File: config.mk
export PLATFORM = sky130hd
export DESIGN_NAME = instruction_format_decoder
export DESIGN_NICKNAME = d
export VERILOG_FILES = /design/src/core/decoder_pkg.sv /design/src/core/decode_if.sv /design/src/core/field_extract.sv /design/src/core/instruction_format_decoder.sv
export SDC_FILE = /design/constraint.sdc
export NUM_CORES = 1
export LEC_CHECK = 0
export BUFFER_PORTS_ARGS = -buffer_cell sky130_fd_sc_hd__buf_2
export CORE_UTILIZATION = 45
export DETAILED_ROUTE_END_ITERATION = 12
export PLACE_DENSITY_LB_ADDON = 0.2
export SYNTH_ARGS = -nofsm -noshare
export SYNTH_HDL_FRONTEND = slang
export SYNTH_HIERARCHICAL = 1
export SYNTH_SLANG_ARGS = --single-unit
File: constraint.sdc
create_clock -name clock -period 16 [get_ports clock]
set_input_delay 0.8 -clock clock [delete_from_list [all_inputs] [get_ports clock]]
set_output_delay 0.8 -clock clock [all_outputs]
set_load 0.02 [all_outputs]
File: src/core/decoder_pkg.sv
// Shared types and constants for the instruction format decoder
package decoder_pkg;
    // Word widths
    localparam int WORD_W = 24;
    localparam int OPC_W = 8;
    localparam int OPND_W = 16;
    localparam int OPC_LSB = 16;
    localparam int ADDR_HI_W = 7;
    // Opcode ranges of the instruction groups (lower bound of each, upper bound where named HI)
    localparam logic [7:0] OPC_NOP = 8'h00;
    localparam logic [7:0] OPC_BRA = 8'h01;
    localparam logic [7:0] OPC_BRA_COMPUTED = 8'h02;
    localparam logic [7:0] OPC_INDIRECT = 8'h03;
    localparam logic [7:0] OPC_TABLE_LO = 8'h04;
    localparam logic [7:0] OPC_TABLE_HI = 8'h07;
    localparam logic [7:0] OPC_RETURN = 8'h08;
    localparam logic [7:0] OPC_RET_INT = 8'h09;
    localparam logic [7:0] OPC_COND_LO = 8'h0a;
    localparam logic [7:0] OPC_COND_HI = 8'h0b;
    localparam logic [7:0] OPC_SKIP = 8'h0c;
    localparam logic [7:0] OPC_DOUBLE_LO = 8'h0d;
    localparam logic [7:0] OPC_DOUBLE_HI = 8'h0f;
    localparam logic [7:0] OPC_WORKING_REGISTER_ZERO_LO = 8'h10;
    localparam logic [7:0] OPC_FILE_LO = 8'h40;
    localparam logic [7:0] OPC_BIT_LO = 8'h60;
    localparam logic [7:0] OPC_LITMOV_LO = 8'h80;
    localparam logic [7:0] OPC_LITALU_LO = 8'ha0;
    localparam logic [7:0] OPC_MAC_LO = 8'hc0;
    localparam logic [7:0] OPC_DSP_LO = 8'he0;
    // Extra no-operation slots per instruction kind, then total cycle counts
    localparam logic [1:0] EXTRA_NONE = 2'h0;
    localparam logic [1:0] EXTRA_BRANCH = 2'h1;
    localparam logic [1:0] EXTRA_TABLE = 2'h2;
    localparam logic [1:0] EXTRA_RETURN = 2'h2;
    localparam logic [1:0] EXTRA_TAKEN = 2'h1;
    localparam logic [1:0] CYCLES_ONE = 2'h1;
    localparam logic [1:0] CYCLES_DOUBLE = 2'h2;

    // Instruction groups
    typedef enum logic [2:0] {
        GRP_NOP = 3'b000,
        GRP_WORD_BYTE = 3'b001,
        GRP_BIT = 3'b010,
        GRP_LITERAL = 3'b011,
        GRP_DSP = 3'b100,
        GRP_CONTROL = 3'b101
    } group_e;

    // Decoded operand fields, overlapped across groups
    typedef struct packed {
        group_e group;
        logic [7:0] opcode;
        logic file_form;          // File register form
        logic mac_form;           // Multiplying signal-processing form
        logic [3:0] base_source_register;
        logic [3:0] second_source_register;
        logic [1:0] src_mode;     // Address modifier of the second source
        logic [3:0] result_destination_register;
        logic [1:0] dst_mode;     // Address modifier of the destination
        logic has_dst;            // Separate destination present
        logic [12:0] file_addr;
        logic to_working_register_zero;
        logic [3:0] bit_pos;
        logic bit_from_base;      // Bit number taken from the base register
        logic [15:0] literal;
        logic acc_b;              // Accumulator B selected
        logic [2:0] mult_pair;
        logic [3:0] x_prefetch;
        logic [3:0] y_prefetch;
        logic [1:0] x_dest;
        logic [1:0] y_dest;
        logic acc_writeback;
        logic shift_from_reg;     // Shift amount from shift_amount_register
        logic [3:0] shift_amount_register;
        logic [22:0] prog_addr;
        logic [1:0] table_mode;
    } decoded_s;
endpackage : decoder_pkg

File: src/core/decode_if.sv
// Carrier between the word splitter and the sequencing logic
`timescale 1ns/1ps
`default_nettype none
interface decode_if;
    import decoder_pkg::*;
    logic [WORD_W-1:0] word;  // Program word to split
    decoded_s fields;         // Split operand fields
    modport producer (input word, output fields);
    modport consumer (output word, input fields);
endinterface : decode_if
`default_nettype wire

File: src/core/field_extract.sv
// Splits one program word into opcode, group and operand fields
`timescale 1ns/1ps
`default_nettype none
module field_extract (
    decode_if.producer bus
);
    import decoder_pkg::*;

    logic [7:0] opc;
    logic [15:0] op;
    assign opc = bus.word[WORD_W-1:OPC_LSB];
    assign op = bus.word[OPND_W-1:0];

    // Group by opcode range, then overlay fields
    always_comb begin
        bus.fields = '0;
        bus.fields.opcode = opc;
        bus.fields.literal = op;
        if (opc == OPC_NOP) begin
            bus.fields.group = GRP_NOP;
        end else if (opc < OPC_WORKING_REGISTER_ZERO_LO) begin
            bus.fields.group = GRP_CONTROL;
            bus.fields.prog_addr = {7'h00, op};
            bus.fields.table_mode = op[15:14];
            bus.fields.second_source_register = op[3:0];
        end else if (opc < OPC_FILE_LO) begin
            bus.fields.group = GRP_WORD_BYTE;
            bus.fields.base_source_register = op[15:12];
            bus.fields.src_mode = op[11:10];
            bus.fields.second_source_register = op[9:6];
            bus.fields.dst_mode = op[5:4];
            bus.fields.result_destination_register = op[3:0];
            bus.fields.has_dst = 1'b1;
        end else if (opc < OPC_BIT_LO) begin
            bus.fields.group = GRP_WORD_BYTE;
            bus.fields.file_form = 1'b1;
            bus.fields.file_addr = op[12:0];
            bus.fields.to_working_register_zero = op[13];
        end else if (opc < OPC_LITMOV_LO) begin
            bus.fields.group = GRP_BIT;
            bus.fields.file_form = op[15];
            bus.fields.file_addr = op[12:0];
            bus.fields.second_source_register = op[3:0];
            bus.fields.src_mode = op[5:4];
            bus.fields.bit_from_base = op[14];
            bus.fields.base_source_register = op[9:6];
            bus.fields.bit_pos = op[9:6];
        end else if (opc < OPC_LITALU_LO) begin
            bus.fields.group = GRP_LITERAL;
            bus.fields.file_form = opc[4];
            bus.fields.file_addr = {opc[3:0], op[15:7]};
            bus.fields.result_destination_register = opc[3:0];
            bus.fields.has_dst = 1'b1;
        end else if (opc < OPC_MAC_LO) begin
            bus.fields.group = GRP_LITERAL;
            bus.fields.base_source_register = opc[3:0];
            bus.fields.literal = {6'h00, op[15:6]};
            bus.fields.has_dst = opc[4];
            bus.fields.dst_mode = op[5:4];
            bus.fields.result_destination_register = op[3:0];
        end else if (opc < OPC_DSP_LO) begin
            bus.fields.group = GRP_DSP;
            bus.fields.mac_form = 1'b1;
            bus.fields.acc_b = op[15];
            bus.fields.mult_pair = op[14:12];
            bus.fields.x_prefetch = op[11:8];
            bus.fields.y_prefetch = op[7:4];
            bus.fields.x_dest = op[3:2];
            bus.fields.y_dest = op[1:0];
            bus.fields.acc_writeback = opc[0];
        end else begin
            bus.fields.group = GRP_DSP;
            bus.fields.acc_b = op[15];
            bus.fields.shift_from_reg = op[14];
            bus.fields.shift_amount_register = op[13:10];
            bus.fields.literal = {12'h000, op[13:10]};
            bus.fields.dst_mode = op[5:4];
            bus.fields.result_destination_register = op[3:0];
        end
    end
endmodule : field_extract
`default_nettype wire

File: src/core/instruction_format_decoder.sv
// Instruction format decoder with cycle and no-operation sequencing
// Notes on behaviour
// - Nearly all instructions are one 24-bit word
// - Top 8 bits give type, rest operands
// - Classify into six instruction groups
// - Register ops decode base, source, destination
// - File ops decode address and destination select
// - Bit ops decode target and bit position
// - Literal moves decode literal and target
// - Literal arithmetic: base, literal, optional destination
// - Multiply ops: accumulator, pair, prefetch, writeback
// - Other signal ops: accumulator, operand, shift
// - Control ops: program address, table mode
// - Double words join into 48 bits
// - Lone second word runs as no-operation
// - Taken condition or jump adds one slot
// - Branches, tables, returns take extra cycles
// - Taken skip costs two or three cycles
// - Double-word instructions take two cycles
`timescale 1ns/1ps
`default_nettype none
module instruction_format_decoder (
    input wire logic clock,
    input wire logic resetn,
    input wire logic [decoder_pkg::WORD_W-1:0] word_in,
    input wire logic word_valid,
    input wire logic cond_true,
    output logic fetch_ready,
    output logic issue_valid,
    output logic issue_nop,
    output logic is_double,
    output logic [1:0] instr_cycles,
    output decoder_pkg::decoded_s decoded
);
    import decoder_pkg::*;

    // Sequencer states
    typedef enum logic [1:0] {
        ST_FIRST = 2'b00,
        ST_SECOND = 2'b01,
        ST_STALL = 2'b10,
        ST_SKIP_SECOND = 2'b11
    } state_e;

    // Is the opcode the first word of a double-word instruction
    function automatic logic opc_double(input logic [7:0] o);
        opc_double = (o >= OPC_DOUBLE_LO) && (o <= OPC_DOUBLE_HI);
    endfunction : opc_double

    // Fixed extra slots of single-word control instructions
    function automatic logic [1:0] opc_extra(input logic [7:0] o);
        if (o == OPC_BRA || o == OPC_BRA_COMPUTED || o == OPC_INDIRECT) begin
            opc_extra = EXTRA_BRANCH;
        end else if (o >= OPC_TABLE_LO && o <= OPC_TABLE_HI) begin
            opc_extra = EXTRA_TABLE;
        end else if (o == OPC_RETURN || o == OPC_RET_INT) begin
            opc_extra = EXTRA_RETURN;
        end else begin
            opc_extra = EXTRA_NONE;
        end
    endfunction : opc_extra

    logic rst_meta_q;       // Reset release, first stage
    logic rst_sync_q;       // Reset release, used copy
    state_e state_q;
    state_e state_d;
    logic [1:0] stall_cnt_q;  // No-operation slots left
    logic [1:0] extra;        // Slots added by the current word
    logic skip_pend_q;        // Next instruction is skipped
    decoded_s first_q;        // Held first half of a double word
    logic [7:0] cur_opc;
    logic take;               // A word is taken this cycle

    decode_if dif ();

    // Word splitter
    field_extract u_extract (
        .bus(dif.producer)
    );

    assign cur_opc = word_in[WORD_W-1:OPC_LSB];
    assign dif.word = word_in;
    assign take = word_valid && fetch_ready;

    // Reset release through two flops
    always_ff @(posedge clock or negedge resetn) begin
        if (!resetn) begin
            rst_meta_q <= 1'b0;
            rst_sync_q <= 1'b0;
        end else begin
            rst_meta_q <= 1'b1;
            rst_sync_q <= rst_meta_q;
        end
    end

    // Extra slots for the word being taken
    always_comb begin
        extra = opc_extra(cur_opc);
        if (cur_opc >= OPC_COND_LO && cur_opc <= OPC_COND_HI && cond_true) begin
            extra = EXTRA_TAKEN;
        end
    end

    // Next state
    always_comb begin
        state_d = state_q;
        case (state_q)
            ST_FIRST: begin
                if (take) begin
                    if (skip_pend_q) begin
                        // skipped double word costs one more
                        state_d = opc_double(cur_opc) ? ST_SKIP_SECOND
                                                      : ST_FIRST;
                    end else if (opc_double(cur_opc)) begin
                        state_d = ST_SECOND;
                    end else if (extra != EXTRA_NONE) begin
                        state_d = ST_STALL;
                    end
                end
            end
            ST_SECOND: begin
                if (take) begin
                    state_d = ST_FIRST;
                end
            end
            ST_STALL: begin
                if (stall_cnt_q == 2'h1) begin
                    state_d = ST_FIRST;
                end
            end
            ST_SKIP_SECOND: begin
                if (take) begin
                    state_d = ST_FIRST;
                end
            end
            default: begin
                state_d = ST_FIRST;
            end
        endcase
    end

    // State and fetch handshake
    always_ff @(posedge clock or negedge rst_sync_q) begin
        if (!rst_sync_q) begin
            state_q <= ST_FIRST;
            fetch_ready <= 1'b0;
        end else begin
            state_q <= state_d;
            fetch_ready <= (state_d != ST_STALL);
        end
    end

    // Stall counter for inserted slots
    always_ff @(posedge clock or negedge rst_sync_q) begin
        if (!rst_sync_q) begin
            stall_cnt_q <= 2'h0;
        end else if (state_q == ST_FIRST && state_d == ST_STALL) begin
            stall_cnt_q <= extra;
        end else if (state_q == ST_STALL) begin
            stall_cnt_q <= stall_cnt_q - 2'h1;
        end
    end

    // Skip request from a taken skip instruction
    always_ff @(posedge clock or negedge rst_sync_q) begin
        if (!rst_sync_q) begin
            skip_pend_q <= 1'b0;
        end else if (state_q == ST_FIRST && take) begin
            skip_pend_q <= !skip_pend_q && cur_opc == OPC_SKIP && cond_true;
        end
    end

    // Hold first half of a double word
    always_ff @(posedge clock or negedge rst_sync_q) begin
        if (!rst_sync_q) begin
            first_q <= '0;
        end else if (state_q == ST_FIRST && take && !skip_pend_q) begin
            first_q <= dif.fields;
        end
    end

    // Issue outputs
    always_ff @(posedge clock or negedge rst_sync_q) begin
        if (!rst_sync_q) begin
            issue_valid <= 1'b0;
            issue_nop <= 1'b0;
            is_double <= 1'b0;
            instr_cycles <= 2'h0;
            decoded <= '0;
        end else begin
            issue_valid <= 1'b0;
            issue_nop <= 1'b0;
            is_double <= 1'b0;
            instr_cycles <= 2'h0;
            case (state_q)
                ST_FIRST: begin
                    if (take && skip_pend_q) begin
                        issue_nop <= 1'b1;
                    end else if (take && !opc_double(cur_opc)) begin
                        issue_valid <= 1'b1;
                        // zero top byte decodes as no-operation
                        issue_nop <= (cur_opc == OPC_NOP);
                        decoded <= dif.fields;
                        instr_cycles <= CYCLES_ONE + extra;
                    end
                end
                ST_SECOND: begin
                    if (take) begin
                        // join 48 bits into one issue
                        issue_valid <= 1'b1;
                        is_double <= 1'b1;
                        decoded <= first_q;
                        decoded.prog_addr <= {word_in[ADDR_HI_W-1:0],
                                              first_q.literal};
                        decoded.literal <= word_in[OPND_W-1:0];
                        instr_cycles <= CYCLES_DOUBLE;
                    end
                end
                ST_STALL: begin
                    issue_nop <= 1'b1;
                end
                ST_SKIP_SECOND: begin
                    issue_nop <= take;
                end
                default: begin
                    issue_nop <= 1'b0;
                end
            endcase
        end
    end
endmodule : instruction_format_decoder
`default_nettype wire

=== Word-level counts from Yosys, hierarchy flattened ===
Cells that the tools add are included.

* Flip-flop bits (word level): 214
* Input port bits: 28
* Output and inout bits: 118
* Word-level logic and storage cells: 191

* Add/sub/neg operators: 2
* Order comparisons: 13
* Equal/unequal tests: 15
* Muxes and demuxes: 76
* Reductions and logical operators: 24

{| class="wikitable"
|+ Operator list
! operator !! number
|-
| two-way mux 112 bit || 3
|-
| one-hot mux 112 bit (2 select lines) || 1
|-
| two-way mux 101 bit || 1
|-
| two-way mux 38 bit || 2
|-
| two-way mux 66 bit || 1
|-
| two-way mux 57 bit || 1
|-
| two-way mux 16 bit || 3
|-
| two-way mux 43 bit || 1
|-
| two-way mux 13 bit || 3
|-
| two-way mux 18 bit || 2
|-
| two-way mux 2 bit || 18
|-
| < comparator 8 bit, second input constant || 4
|-
| == test 8 x 4 -> 1 bit, second input constant || 3
|-
| two-way mux 6 bit || 4
|-
| two-way mux 22 bit || 1
|-
| two-way mux 3 bit || 7
|-
| two-way mux 17 bit || 1
|-
| == test 8 x 2 -> 1 bit, second input constant || 2
|-
| greater-or-equal comparator 8 x 4 -> 1 bit, second input constant || 2
|-
| <= comparator 8 x 4 -> 1 bit, second input constant || 2
|-
| < comparator 8 x 7 -> 1 bit, second input constant || 2
|-
| two-way mux 4 bit || 4
|-
| two-way mux 1 bit || 15
|-
| two-way mux 5 bit || 3
|-
| other kinds (23) || 44
|}

=== Logic depth before layout (Yosys ltp) ===
* Word-level depth: 15
* Mapped depth: 9
* Depth with buffers taken out: 9

=== By module ===
The synthesis kept the hierarchy.

{| class="wikitable"
|+ Modules (own cells, without submodules)
! module !! instances !! cells each !! area each (um^2)
|-
| instruction_format_decoder || 1 || 1033 || 9746.8
|-
| field_extract || 1 || 191 || 1219.9
|}

=== Worst setup path after synthesis ===
No wires, ideal clock.

* Path type: input -> register
* From: input port word_in[20] (netlist name)
* To: register stall_cnt_q[0]
* Arrival time: 2.519 ns
* Setup slack: 13.355 ns
* Stages on the path: 8
* Path through: or4_4 -> nor3_1 -> inv_1 -> ha_1 -> nor2_1 -> o211a_1 -> o21bai_1 -> a221o_1

* Cells in the longest elaborated chain, start to end: 15
* Elaborated cells on any way between the ends: 33

{| class="wikitable"
|+ RTL lines
! what !! RTL line !! RTL
|-
| start: declaration || instruction_format_decoder.sv:25 || <nowiki>input wire logic [decoder_pkg::WORD_W-1:0] word_in,</nowiki>
|-
| branches (longest 15 deep; another with greater-or-equal comparator 8 x 3 -> 1 bit) || n/a ||
|-
| end signal: assignment || instruction_format_decoder.sv:158 || <nowiki>stall_cnt_q <= extra;</nowiki>
|-
| end signal: assignment || instruction_format_decoder.sv:160 || <nowiki>stall_cnt_q <= stall_cnt_q - 2'h1;</nowiki>
|-
| end: declaration || instruction_format_decoder.sv:67 || <nowiki>logic [1:0] stall_cnt_q;</nowiki>
|}

Parallel ways; which one is timed is not known.
A chain may end at the register's enable or synchronous reset.

=== Final worst setup path ===
* From: register state_q[0]
* To: register decoded[4] (netlist name)

* Cells in the longest elaborated chain, start to end: 3
* Elaborated cells on any way between the ends: 8

{| class="wikitable"
|+ RTL lines
! what !! RTL line !! RTL
|-
| start: declaration || instruction_format_decoder.sv:65 || <nowiki>state_e state_q;</nowiki>
|-
| start signal: assignment || instruction_format_decoder.sv:148 || <nowiki>state_q <= state_d;</nowiki>
|-
| == test 2 x 1 -> 1 bit / zero test 2 bit (equally long branches) || instruction_format_decoder.sv:195 || <nowiki>case (state_q)</nowiki>
|-
| != test 2 bit (no line) (tied with other cells) || n/a ||
|-
| AND reduction 4 bit (no line) || n/a ||
|-
| end signal: assignment || instruction_format_decoder.sv:203 || <nowiki>decoded <= dif.fields;</nowiki>
|-
| end signal: assignment || instruction_format_decoder.sv:212 || <nowiki>decoded <= first_q;</nowiki>
|-
| end: declaration || instruction_format_decoder.sv:33 || <nowiki>output decoder_pkg::decoded_s decoded</nowiki>
|}

Several ways; a longest one is shown, not always the timed one.

==> results.md <==
- DRT Wirelength: 28900 microns
- Post-synth EDFFs: 0
- Height of the die: 158 microns
- Metal2 WL: about 13000 microns
- Seq/Total Area, Yosys: 0.488
- Total Routing Usage GR: 0.234
- Die Span X: between 150 and 200 microns
- Total CTS buffers: 25
- Status: completed
- Starting DRT DRC Count: around 640
- Leakage: 6.94 nW
- Synthesized area per cell: 8.96 sq um
- Placer Congestion: 0.799
- Setup TNS: 0 ns
- Fraction of registers with async set or reset after synthesis: 1.00
- Fmax: 0.300 GHz
- Layout Area Growth over Synthesis: 14.3%
- Core ar.: 0.0237 sq mm
- Drt drc: 0
- Met3 wire len: 1560 microns
- Post-CTS setup buffers: 0
- Hold_buf cts: 0
- Final hold violations: 0
- Initial Util: 0.463
- Setup crit end kind: flip-flop
- Synthesis Warnings: 6
- Top routing layer in use: met4
- Antenna diodes: 0
- Number of H-tree levels: 1
- CP Data Required Time: 16.41 ns
- Cells along the critical path: and4bb_2 > nand2_4 > o22ai_4 > buf_12 > mux2_2
- Critical Setup Path Class: reg2reg
- Most common cell after layout, fill and taps aside: nand2_1
- Clock sinks: 214
- Commonest non-fill, non-tap cells in the layout: 613 x nand2_1, 213 x dfrtp_1, 145 x buf_2
- IO buf count: around 150
- Crit path DAT: 3.74 ns
- First-pass GRT wire length: roughly 45000 microns
- Fin cells: 1655
- CTS clk-pin slew, worst paths: about 0.06 ns
- Dpl cells: 1609
- Final Slew Violations: 0
- Endpoints failing setup: 0
- Crit path launch type: flip-flop
- Largest net degree at the start of global routing: 184
- Via Count: 8468
- Yosys cell types: between 40 and 50
- Die area: 0.0250 sq mm
- Worst-margin pin slew: roughly 1.2 ns
- Cell Area, Synth: 0.0110 sq mm
- Layout Nets: 1347
- Io pins: 146
- Top FF cell, synth: dfrtp_1
- # resized after CTS: 0
- Final core occ: 0.529
- Final min period: 3.33 ns
- Cell family with most CP delay: simple AND/OR/NAND/NOR gates
- Share of layout cells above drive strength 1: 0.240
- Avg WL per Cell: 17.4 microns
- Max stage delay cell, worst path: nand2_4
- Pwr dens: 136 mW/mm^2
- Worst VDD drop: 85.0 uV
- Largest stage delay, worst path: 0.60 ns
- Layout fillers: ~2300
- Synth Register Bits: 214
- Number of routed nets with antenna violations: 0
- Max-Cap Viols: 0
- Initial antenna violation count: 0
- First drt pass iteration count: 5
- Vias in the first global route: 7872
- Vias per cell: 5.12
- Clock tree buffer depth: 3
- Critical Path Fanout Max: 113
- Overflow after GRT: 0
- Detailed Place HPWL: 17600 microns
- Clk_skew: 0.0103 ns
- RSZ-0062 raised after global routing: no
- Met1 wire length: 13800 microns
- Row count: 56
- Max transition margin: 0.203
- Clk root buf: clkbuf_16
- Worst path buffer plus inverter count: 1
- CTS tree: yes
- Final clock period utilization by the worst path: 0.208
- Worst-Skew Late Latency: between 0.5 and 0.6 ns
- Synth Instances: 1224
- Worst Hold Class: in2async
-- metrics by stage --
stage          hold WS, ns  power, mW  area, sq um  setup WS [ns]
2_1_floorplan        0.331       1.02        11000           9.59
3_3_place_gp         0.275       1.14        11700          12.50
3_5_place_dp         0.279       1.15        11700          12.44
4_1_cts             0.0309       1.72        12500          12.69
5_1_grt             0.0288       1.79        12500          12.53
6_report            0.0513       1.70        12500          12.67
-- layer usage --
metal,vias to the layer above,GRT usage
li1,4081,-
met1,4106,0.354
met2,245,0.355
met3,36,0.0318
met4,0,0.0549
met5,-,0
-- cell usage after synthesis, types with 4 or more instances --
cell type | count | area, sq um
dfrtp_1 | 214 | 5360
a22o_1 | 23 | 201
nand2_1 | 614 | 2300
clkbuf_1 | 48 | 180
and2_1 | 45 | 282
inv_1 | 4 | 15.0
buf_1 | 5 | 18.8
mux2_4 | 69 | 1040
buf_2 | 10 | 50.1
nor3_1 | 4 | 20.0
nor2_1 | 12 | 45.0
nand2b_1 | 9 | 56.3
nor2b_1 | 17 | 106
a21oi_1 | 13 | 65.1
buf_6 | 10 | 113
and3_1 | 8 | 50.1
buf_4 | 17 | 128
nand3_1 | 4 | 20.0
mux2_2 | 45 | 507
o21ai_0 | 16 | 80.1
-- where the power goes --
| part | switching [mW] | internal (mW) |
|---|---|---|
| logic | 0.255 | 0.174 |
| clock network | 0.230 | 0.333 |
| registers | 0.0646 | 0.646 |
-- cell families (layout without fill, tap and decap cells) --
logic type / Yosys count / in the layout / synth area share
buf+inv: 94 / 200 / 0.0460
flops: 214 / 214 / 0.488
simple gates: 725 / 725 / 0.273
fa+ha+maj: 2 / 2 / 0.00228
other cells: 2 / 8 / 0.000685
mux: 115 / 115 / 0.142
compound gates: 72 / 72 / 0.0480
-- worst paths after layout --
check                           slack, ns     endpoint        from  cells after the start
worst max-delay path                12.67   decoded[4]  state_q[0]                      5
worst min-delay path                 0.05   rst_sync_q      resetn                      1
worst max register to register      12.67   decoded[4]  state_q[0]                      5
worst min register to register       0.27   decoded[5]  rst_sync_q                      0
max in group asynchronous           14.26  decoded[89]  rst_sync_q                      1
min in group clock                   0.36   rst_sync_q  rst_meta_q                      0
-- sequential cells by signal, summed over array words and instances, names as in the netlist --
| register | cells |
|---|---|
| decoded | 112 |
| fetch_ready | 1 |
| stall_cnt_q | 2 |
| rst_sync_q | 1 |
| state_q | 2 |
| skip_pend_q | 1 |
| first_q | 89 |
| instr_cycles | 2 |
| issue_valid | 1 |
| issue_nop | 1 |
| is_double | 1 |
| rst_meta_q | 1 |
-- layout make-up --
type                       count  area (sq um)  area share
clock buffer                  37           731      0.0583
sequential                   214          5360       0.427
clock inverter                 9          81.3     0.00649
timing repair buffer         150           788      0.0629
multi-input combinational    922          5160       0.412
inverter                       4          15.0     0.00120
tap                          319           399      0.0318
(Power assumes the default switching activity.)
